**config.mk**
```make
export PLATFORM = sky130hd
export DESIGN_NAME = local_bus_io_controller
export DESIGN_NICKNAME = d
export VERILOG_FILES = /design/src/rtl/lbio_pkg.sv /design/src/rtl/local_bus_io_controller.sv
export SDC_FILE = /design/constraint.sdc
export NUM_CORES = 1
export LEC_CHECK = 0
export BUFFER_PORTS_ARGS = -buffer_cell sky130_fd_sc_hd__clkbuf_2
export CAP_MARGIN = 20
export CORE_MARGIN = 1.5
export CORE_UTILIZATION = 50
export DETAILED_ROUTE_END_ITERATION = 10
export PLACE_DENSITY = 0.74
export SLEW_MARGIN = 40
export SYNTH_ARGS = -nofsm -noshare
export SYNTH_HDL_FRONTEND = slang
export SYNTH_SLANG_ARGS = --single-unit
```
**constraint.sdc**
```tcl
create_clock -name core_clk -period 2.9 [get_ports core_clk]
set_clock_uncertainty 0.05 [all_clocks]
set_input_delay 0.58 -clock core_clk [delete_from_list [all_inputs] [get_ports core_clk]]
set_output_delay 0.58 -clock core_clk [all_outputs]
set_load 0.005 [all_outputs]
```
**src/rtl/lbio_pkg.sv**
```systemverilog
// Package with shared constants and types of the local bus I/O controller
package lbio_pkg;
   // Processor cycle status carried together
   typedef struct packed {
      logic writeNotRead;
      logic memNotIo;
      logic dataNotCode;
   } lbio_status_t;

   // Command strobes, active low
   typedef struct packed {
      logic memoryReadCmdN;
      logic ioReadCmdN;
      logic ioWriteCmdN;
      logic interruptAckCmdN;
   } lbio_cmd_t;

   localparam int ADDR_W = 32;
   localparam int CS_W = 4;
   localparam int WS_W = 4;
   // Memory decoder output that enables the I/O decoder
   localparam int MEM_IO_SEL = 3;
   // Address bit positions of the decoders
   localparam int MEM_DEC_LO = 30;
   localparam int IO_DEC_LO = 4;
   localparam int COMP_DEC_LO = 6;
   localparam logic [9:0] COMP_BASE = 10'h001;
   // Default wait states per I/O select, for memory and for acknowledge
   localparam logic [15:0] WAIT_IO_DEF = 16'h5441;
   localparam logic [3:0] WAIT_MEM_DEF = 4'h2;
   localparam logic [3:0] WAIT_INTERRUPT_ACK_CMD_N_DEF = 4'h1;
   localparam lbio_cmd_t CMD_IDLE = '{1'b1, 1'b1, 1'b1, 1'b1};
endpackage

```
**src/rtl/local_bus_io_controller.sv**
```systemverilog
// Local bus I/O controller: latch, decode, commands, wait states, ready
`timescale 1ns/1ns
`default_nettype none
module local_bus_io_controller #(
   parameter logic [15:0] WAIT_IO = lbio_pkg::WAIT_IO_DEF,
   parameter logic [3:0] WAIT_MEM = lbio_pkg::WAIT_MEM_DEF,
   parameter logic [3:0] WAIT_INTERRUPT_ACK_CMD_N = lbio_pkg::WAIT_INTERRUPT_ACK_CMD_N_DEF
) (
   input wire logic core_clk,
   input wire logic rst_b,
   input wire logic addrStrobeN,
   input wire logic [lbio_pkg::ADDR_W-1:0] cpuAddr,
   input wire lbio_pkg::lbio_status_t cpuStatus,
   output logic latch_gate_input,
   output logic latchOutEnableN,
   output logic [lbio_pkg::ADDR_W-1:0] latchedAddr,
   output logic [lbio_pkg::CS_W-1:0] memChipSelN,
   output logic [lbio_pkg::CS_W-1:0] ioChipSelN,
   output logic buffer_direction,
   output logic buffer_enable_n,
   output lbio_pkg::lbio_cmd_t cmdN,
   output logic wait_count_done_n,
   output logic readyN
);
   // Decoders read fixed address bits and give one-of-four outputs
   if (lbio_pkg::CS_W != 4 || lbio_pkg::WS_W != 4 ||
       lbio_pkg::ADDR_W < lbio_pkg::MEM_DEC_LO + 2) begin
      $error("Address, select or wait width not served");
   end

   typedef enum {LB_IDLE, LB_START, LB_WAIT, LB_DONE} lbio_state_t;

   // Input synchronisers
   logic asSync1Ff, asSync2Ff;
   logic [lbio_pkg::ADDR_W-1:0] addrSync1Ff, addrSync2Ff;
   lbio_pkg::lbio_status_t stSync1Ff, stSync2Ff;

   always_ff @(posedge core_clk or negedge rst_b) begin
      if (!rst_b) begin
         asSync1Ff <= 1'b1;
         asSync2Ff <= 1'b1;
         addrSync1Ff <= '0;
         addrSync2Ff <= '0;
         stSync1Ff <= '0;
         stSync2Ff <= '0;
      end else begin
         asSync1Ff <= addrStrobeN;
         asSync2Ff <= asSync1Ff;
         addrSync1Ff <= cpuAddr;
         addrSync2Ff <= addrSync1Ff;
         stSync1Ff <= cpuStatus;
         stSync2Ff <= stSync1Ff;
      end
   end

   logic strobeN;
   assign strobeN = asSync2Ff;

   // Combinational decoders, no storage
   logic [3:0] memDecN, ioDecN;
   logic compHit;
   always_comb begin
      memDecN = 4'hF;
      ioDecN = 4'hF;
      if (!stSync2Ff.memNotIo) begin
         memDecN[lbio_pkg::MEM_IO_SEL] = 1'b0;
      end else begin
         memDecN[addrSync2Ff[lbio_pkg::MEM_DEC_LO +: 2]] = 1'b0;
      end
      if (!memDecN[lbio_pkg::MEM_IO_SEL] && !stSync2Ff.memNotIo) begin
         ioDecN[addrSync2Ff[lbio_pkg::IO_DEC_LO +: 2]] = 1'b0;
      end
      compHit = !stSync2Ff.memNotIo &&
         (addrSync2Ff[lbio_pkg::COMP_DEC_LO +: 10] == lbio_pkg::COMP_BASE);
   end

   // Wait count from I/O selects, memory flag or acknowledge; acknowledge first
   function automatic logic [3:0] waitOf(input logic [3:0] ioN,
                                         input logic mem,
                                         input logic interrupt_ack_cmd_n);
      logic [3:0] w;
      w = WAIT_MEM;
      if (interrupt_ack_cmd_n) begin
         w = WAIT_INTERRUPT_ACK_CMD_N;
      end else if (!mem) begin
         for (int i = 0; i < 4; i++) begin
            if (!ioN[i]) begin
               w = WAIT_IO[i*4 +: 4];
            end
         end
      end
      return w;
   endfunction

   lbio_state_t stateFf, nxt_stateFf;
   logic latchFf, nxt_latchFf;
   logic [lbio_pkg::ADDR_W-1:0] addrFf, nxt_addrFf;
   logic [3:0] memCsFf, nxt_memCsFf, ioCsFf, nxt_ioCsFf;
   logic dirFf, nxt_dirFf, denFf, nxt_denFf;
   lbio_pkg::lbio_cmd_t cmdFf, nxt_cmdFf;
   logic [lbio_pkg::WS_W-1:0] cntFf, nxt_cntFf;
   logic doneFf, nxt_doneFf, rdyFf, nxt_rdyFf, compFf, nxt_compFf;
   logic prevStrobeNFf;
   lbio_pkg::lbio_status_t stFf, nxt_stFf;

   always_comb begin
      nxt_stateFf = stateFf;
      nxt_latchFf = 1'b0;
      nxt_addrFf = addrFf;
      nxt_memCsFf = memCsFf;
      nxt_ioCsFf = ioCsFf;
      nxt_dirFf = dirFf;
      nxt_denFf = denFf;
      nxt_cmdFf = cmdFf;
      nxt_cntFf = cntFf;
      nxt_doneFf = 1'b1;
      nxt_rdyFf = 1'b1;
      nxt_compFf = compFf;
      nxt_stFf = stFf;
      unique case (stateFf)
         LB_IDLE: begin
            if (prevStrobeNFf && !strobeN) begin
               nxt_latchFf = 1'b1;
               nxt_addrFf = addrSync2Ff;
               nxt_memCsFf = memDecN;
               nxt_ioCsFf = ioDecN;
               nxt_dirFf = stSync2Ff.writeNotRead;
               nxt_compFf = compHit;
               nxt_stFf = stSync2Ff;
               nxt_stateFf = LB_START;
            end
         end
         LB_START: begin
            nxt_cmdFf = lbio_pkg::CMD_IDLE;
            unique case ({stFf.memNotIo, stFf.dataNotCode, stFf.writeNotRead})
               3'h2: nxt_cmdFf.ioReadCmdN = 1'b0;
               3'h3: nxt_cmdFf.ioWriteCmdN = 1'b0;
               3'h0: nxt_cmdFf.interruptAckCmdN = 1'b0;
               3'h4, 3'h6: nxt_cmdFf.memoryReadCmdN = 1'b0;
               default: nxt_cmdFf = lbio_pkg::CMD_IDLE;
            endcase
            // Companion drives its own read data
            nxt_denFf = compFf && !stFf.writeNotRead;
            nxt_cntFf = waitOf(ioCsFf, stFf.memNotIo,
               !stFf.memNotIo && !stFf.dataNotCode);
            nxt_stateFf = LB_WAIT;
         end
         LB_WAIT: begin
            if (cntFf == '0) begin
               nxt_doneFf = 1'b0;
               nxt_rdyFf = 1'b0;
               nxt_stateFf = LB_DONE;
            end else begin
               nxt_cntFf = cntFf - 4'h1;
            end
         end
         LB_DONE: begin
            nxt_cmdFf = lbio_pkg::CMD_IDLE;
            nxt_denFf = 1'b1;
            nxt_stateFf = LB_IDLE;
         end
      endcase
   end

   always_ff @(posedge core_clk or negedge rst_b) begin
      if (!rst_b) begin
         stateFf <= LB_IDLE;
         latchFf <= 1'b0;
         addrFf <= '0;
         memCsFf <= 4'hF;
         ioCsFf <= 4'hF;
         dirFf <= 1'b0;
         denFf <= 1'b1;
         cmdFf <= lbio_pkg::CMD_IDLE;
         cntFf <= '0;
         doneFf <= 1'b1;
         rdyFf <= 1'b1;
         compFf <= 1'b0;
         stFf <= '0;
         prevStrobeNFf <= 1'b1;
      end else begin
         stateFf <= nxt_stateFf;
         latchFf <= nxt_latchFf;
         addrFf <= nxt_addrFf;
         memCsFf <= nxt_memCsFf;
         ioCsFf <= nxt_ioCsFf;
         dirFf <= nxt_dirFf;
         denFf <= nxt_denFf;
         cmdFf <= nxt_cmdFf;
         cntFf <= nxt_cntFf;
         doneFf <= nxt_doneFf;
         rdyFf <= nxt_rdyFf;
         compFf <= nxt_compFf;
         stFf <= nxt_stFf;
         prevStrobeNFf <= strobeN;
      end
   end

   logic oeFf;
   always_ff @(posedge core_clk or negedge rst_b) begin
      if (!rst_b) begin
         oeFf <= 1'b0;
      end else begin
         oeFf <= 1'b0;
      end
   end

   assign latch_gate_input = latchFf;
   assign latchOutEnableN = oeFf;
   assign latchedAddr = addrFf;
   assign memChipSelN = memCsFf;
   assign ioChipSelN = ioCsFf;
   assign buffer_direction = dirFf;
   assign buffer_enable_n = denFf;
   assign cmdN = cmdFf;
   assign wait_count_done_n = doneFf;
   assign readyN = rdyFf;
endmodule
`default_nettype wire

```
==> implementation parameters <==
Parameter                              Value

Outcome
  Status ... finished with violations
  Violated checks ... hold timing

Timing
  Fmax achieved ... 519.6 MHz
  Relative max-transition margin ... 49.24%
  Count of final hold-check violations ... 2
  Transition time of the tightest slew-check pin ... 0.7603 ns
  Final period util ... 66.36%
  Total negative setup slack ... 0 ns
  Number of max-slew violations in the final report ... 0
  Post-Route Hold Slack ... -0.002989 ns
  Final WS setup ... 0.9755 ns
  Count of final setup violators ... 0
  Unrepaired setup endpoints after global routing ... false
  Final worst path period need ... 1.924 ns

Synth
  Cell count after synthesis ... 331
  Avg Synthesized Cell Area ... 12.99 um^2
  Synthesized cell area ... 4300 um^2
  Post-synth EDFFs ... 0
  Sequential element share of the synthesized area ... 76.14%
  Number of distinct library cell variants in the gate-level netlist after synthesis ... 40
  Dominant register cell in the synthesized netlist ... sky130_fd_sc_hd__dfrtp_1
  Async S/R FF share, synth ... 100.0%
  Post-synthesis sequential element count ... 130
  Ys Warns ... 0
  Synthesized net count ... 376

Die
  Number of placement rows ... 33
  Initial core utilization ... 52.08%
  Total die area ... 9166 um^2
  Vertical extent of the die ... 95.74 um
  Die Span X ... 95.74 um
  Total I/O pin count ... 88
  Core ar. ... 8258 um^2

Clocking
  TritonCTS buffer count ... 17
  H-tree lvl count ... 4
  Clock root buffer ... sky130_fd_sc_hd__clkbuf_8
  Clock-pin slew of the registers on the worst-case setup and hold paths ... 0.05 ns
  CTS tree ... yes
  Later-pin clock latency in the skew report ... 0.51 ns
  Num Clock Sinks ... 130
  Buffers from clock root to sink, at most ... 2
  Buffers inserted by post-CTS timing repair ... 0
  Gates resized, CTS repair ... 0
  Hold-fix buffer count after cts ... 0

Drt
  Final routed wirelength across all metal layers ... 7.433 mm
  Average vias per placed instance ... 4.874
  Number of vias after detailed routing ... 2,637
  Number of detailed-routing iterations run before antenna repair ... 4
  Remaining number of nets flagged by the antenna check after routing ... 0
  Number of remaining DRC errors ... 0
  DR WL/cell ... 13.74 um
  Iteration-0 DRC count of the detailed router ... 113

Power and ir drop
  Highest ir drop seen on vdd ... 590.0 uV
  Static leakage ... 0.002719 uW
  Power per cell area ... 1072 nW/um^2

Global route
  Overall track demand over capacity in global routing ... 18.77%
  Overall overflow remaining after global route ... 0
  Antenna violations before repair ... 0
  Largest net degree at the start of global routing ... 67
  Wire length of the first global-routing pass ... 12.43 mm
  Number of global-route vias before repair ... 2,551

Setup path
  Kind of capture point of the worst setup path ... flop
  Critical Path Source Type ... flop
  WS Path Type ... flop to flop
  Critical path peak fanout ... 12
  CP arrival ... 2.26 ns
  Required time worst endpoint ... 3.24 ns

Cells and area
  Antenna diode count ... 0
  Synth-to-Final Area Change ... 25.87%
  Non-filler instance count after layout ... 541
  Fill count ... 625
  Commonest cells after routing, fill and taps aside ... 113 x sky130_fd_sc_hd__dfrtp_1, 105 x sky130_fd_sc_hd__nand2_1, 85 x sky130_fd_sc_hd__clkbuf_2
  Final layout net count ... 469
  Area of combinational cells with multiple inputs ... 917.1 um^2
  Combined flip-flop and latch cell area ... 3274 um^2
  Proportion of layout cells with a drive suffix above 1 ... 31.65%
  Commonest non-fill, non-tap cell in the layout ... sky130_fd_sc_hd__dfrtp_1

Run
  Total of max-cap violations ... 0

Place
  Hpwl dp ... 4.705 mm
  Count of buffers from port buffering ... 86
  Post-placement setup slack ... 0.9912 ns
  Final RePlAce weighted congestion ... 0.7667
  DP Cell Count ... 510

Hold path
  Hold/Removal Path Class ... input port to async pin
[Yosys cell counts (all sizes together), types with 4 or more instances]
| library cell | n | area, um^2 |
|---|---|---|
| dfrtp | 113 | 2828 |
| nand2 | 105 | 394.1 |
| dfstp | 17 | 446.7 |
| inv | 10 | 37.53 |
| buf | 9 | 52.55 |
| nor2 | 9 | 33.78 |
| o21ai | 9 | 45.04 |
| nand2b | 8 | 50.05 |
| ha | 7 | 87.58 |
| clkbuf | 5 | 18.77 |
| a41oi | 4 | 35.03 |
[final timing paths]
path                                 start         endpoint  slack, ns  depth (start not counted)
min                                  rst_b   latchedAddr[2]     -0.003                          1
max reg2reg                     stateFf[0]         cntFf[1]       0.98                          5
min in group core_clk          addrStrobeN        asSync1Ff       0.11                          1
max                             stateFf[0]         cntFf[1]       0.98                          5
max in group asynchronous            rst_b    prevStrobeNFf       2.02                          2
min reg2reg                addrSync1Ff[12]  addrSync2Ff[12]       0.29                          0
[report_power, final]
group,switching (uW),internal (uW)
registers,263,2280
logic,626,557
clock network,749,1330
total,1640,4170
[layer usage]
| layer | wire length [um] | GRT usage (%) | up-vias | share of wire [%] |
|---|---|---|---|---|
| li1 | - | - | 1254 | - |
| met1 | 3127 | 23.79 | 1303 | 42 |
| met2 | 3854 | 29.34 | 72 | 52 |
| met3 | 347 | 6.003 | 8 | 4.7 |
| met4 | 102 | 9.069 | 0 | 1.4 |
| met5 | 0 | 0 | - | 0 |
[state kept, by name, summed over array words and instances, names as in the netlist, 2 cells and up]
name / flops
addrSync1Ff: 32
addrSync2Ff: 32
latchedAddr: 32
cmdN: 4
cntFf: 4
ioChipSelN: 4
memChipSelN: 4
stFf: 3
stSync1Ff: 3
stSync2Ff: 3
stateFf: 2
[cell type report]
class / instances / share of cell area [%]
Tap cell: 105 / 2.427
Clock buffer: 19 / 7.975
Clock inverter: 12 / 2.890
Inverter: 10 / 0.6935
Sequential cell: 130 / 60.49
Multi-Input combinational cell: 177 / 16.94
Timing Repair Buffer: 88 / 8.576
[metrics by stage]
step	instance area (um^2)	utilization, %	power (uW)
after global placement	4825	58.42	3695
after detailed placement	4825	58.42	3763
after floorplan	4300	-	3207
final	5413	65.55	5804
after CTS	5413	65.55	5869
after global routing	5413	65.55	6164
[kinds of logic after synthesis]
family / count (synthesis) / synth area share, %
simple gates: 138 / 13.88
fa+ha+maj: 7 / 2.037
flops: 130 / 76.14
other cells: 1 / 0.08720
xor+xnor: 1 / 0.2037
compound gates: 28 / 4.510
mux: 2 / 0.6109
buf+inv: 24 / 2.531
[critical path, stage by stage, from the launching register on]
cell and delay [ns]:
sky130_fd_sc_hd__dfrtp_1 0.40, sky130_fd_sc_hd__inv_1 0.14, sky130_fd_sc_hd__ha_1 0.40, sky130_fd_sc_hd__nand4bb_1 0.24
sky130_fd_sc_hd__o21ai_1 0.22, sky130_fd_sc_hd__mux2_1 0.35
No activity file was read; power rests on OpenSTA's default activity.
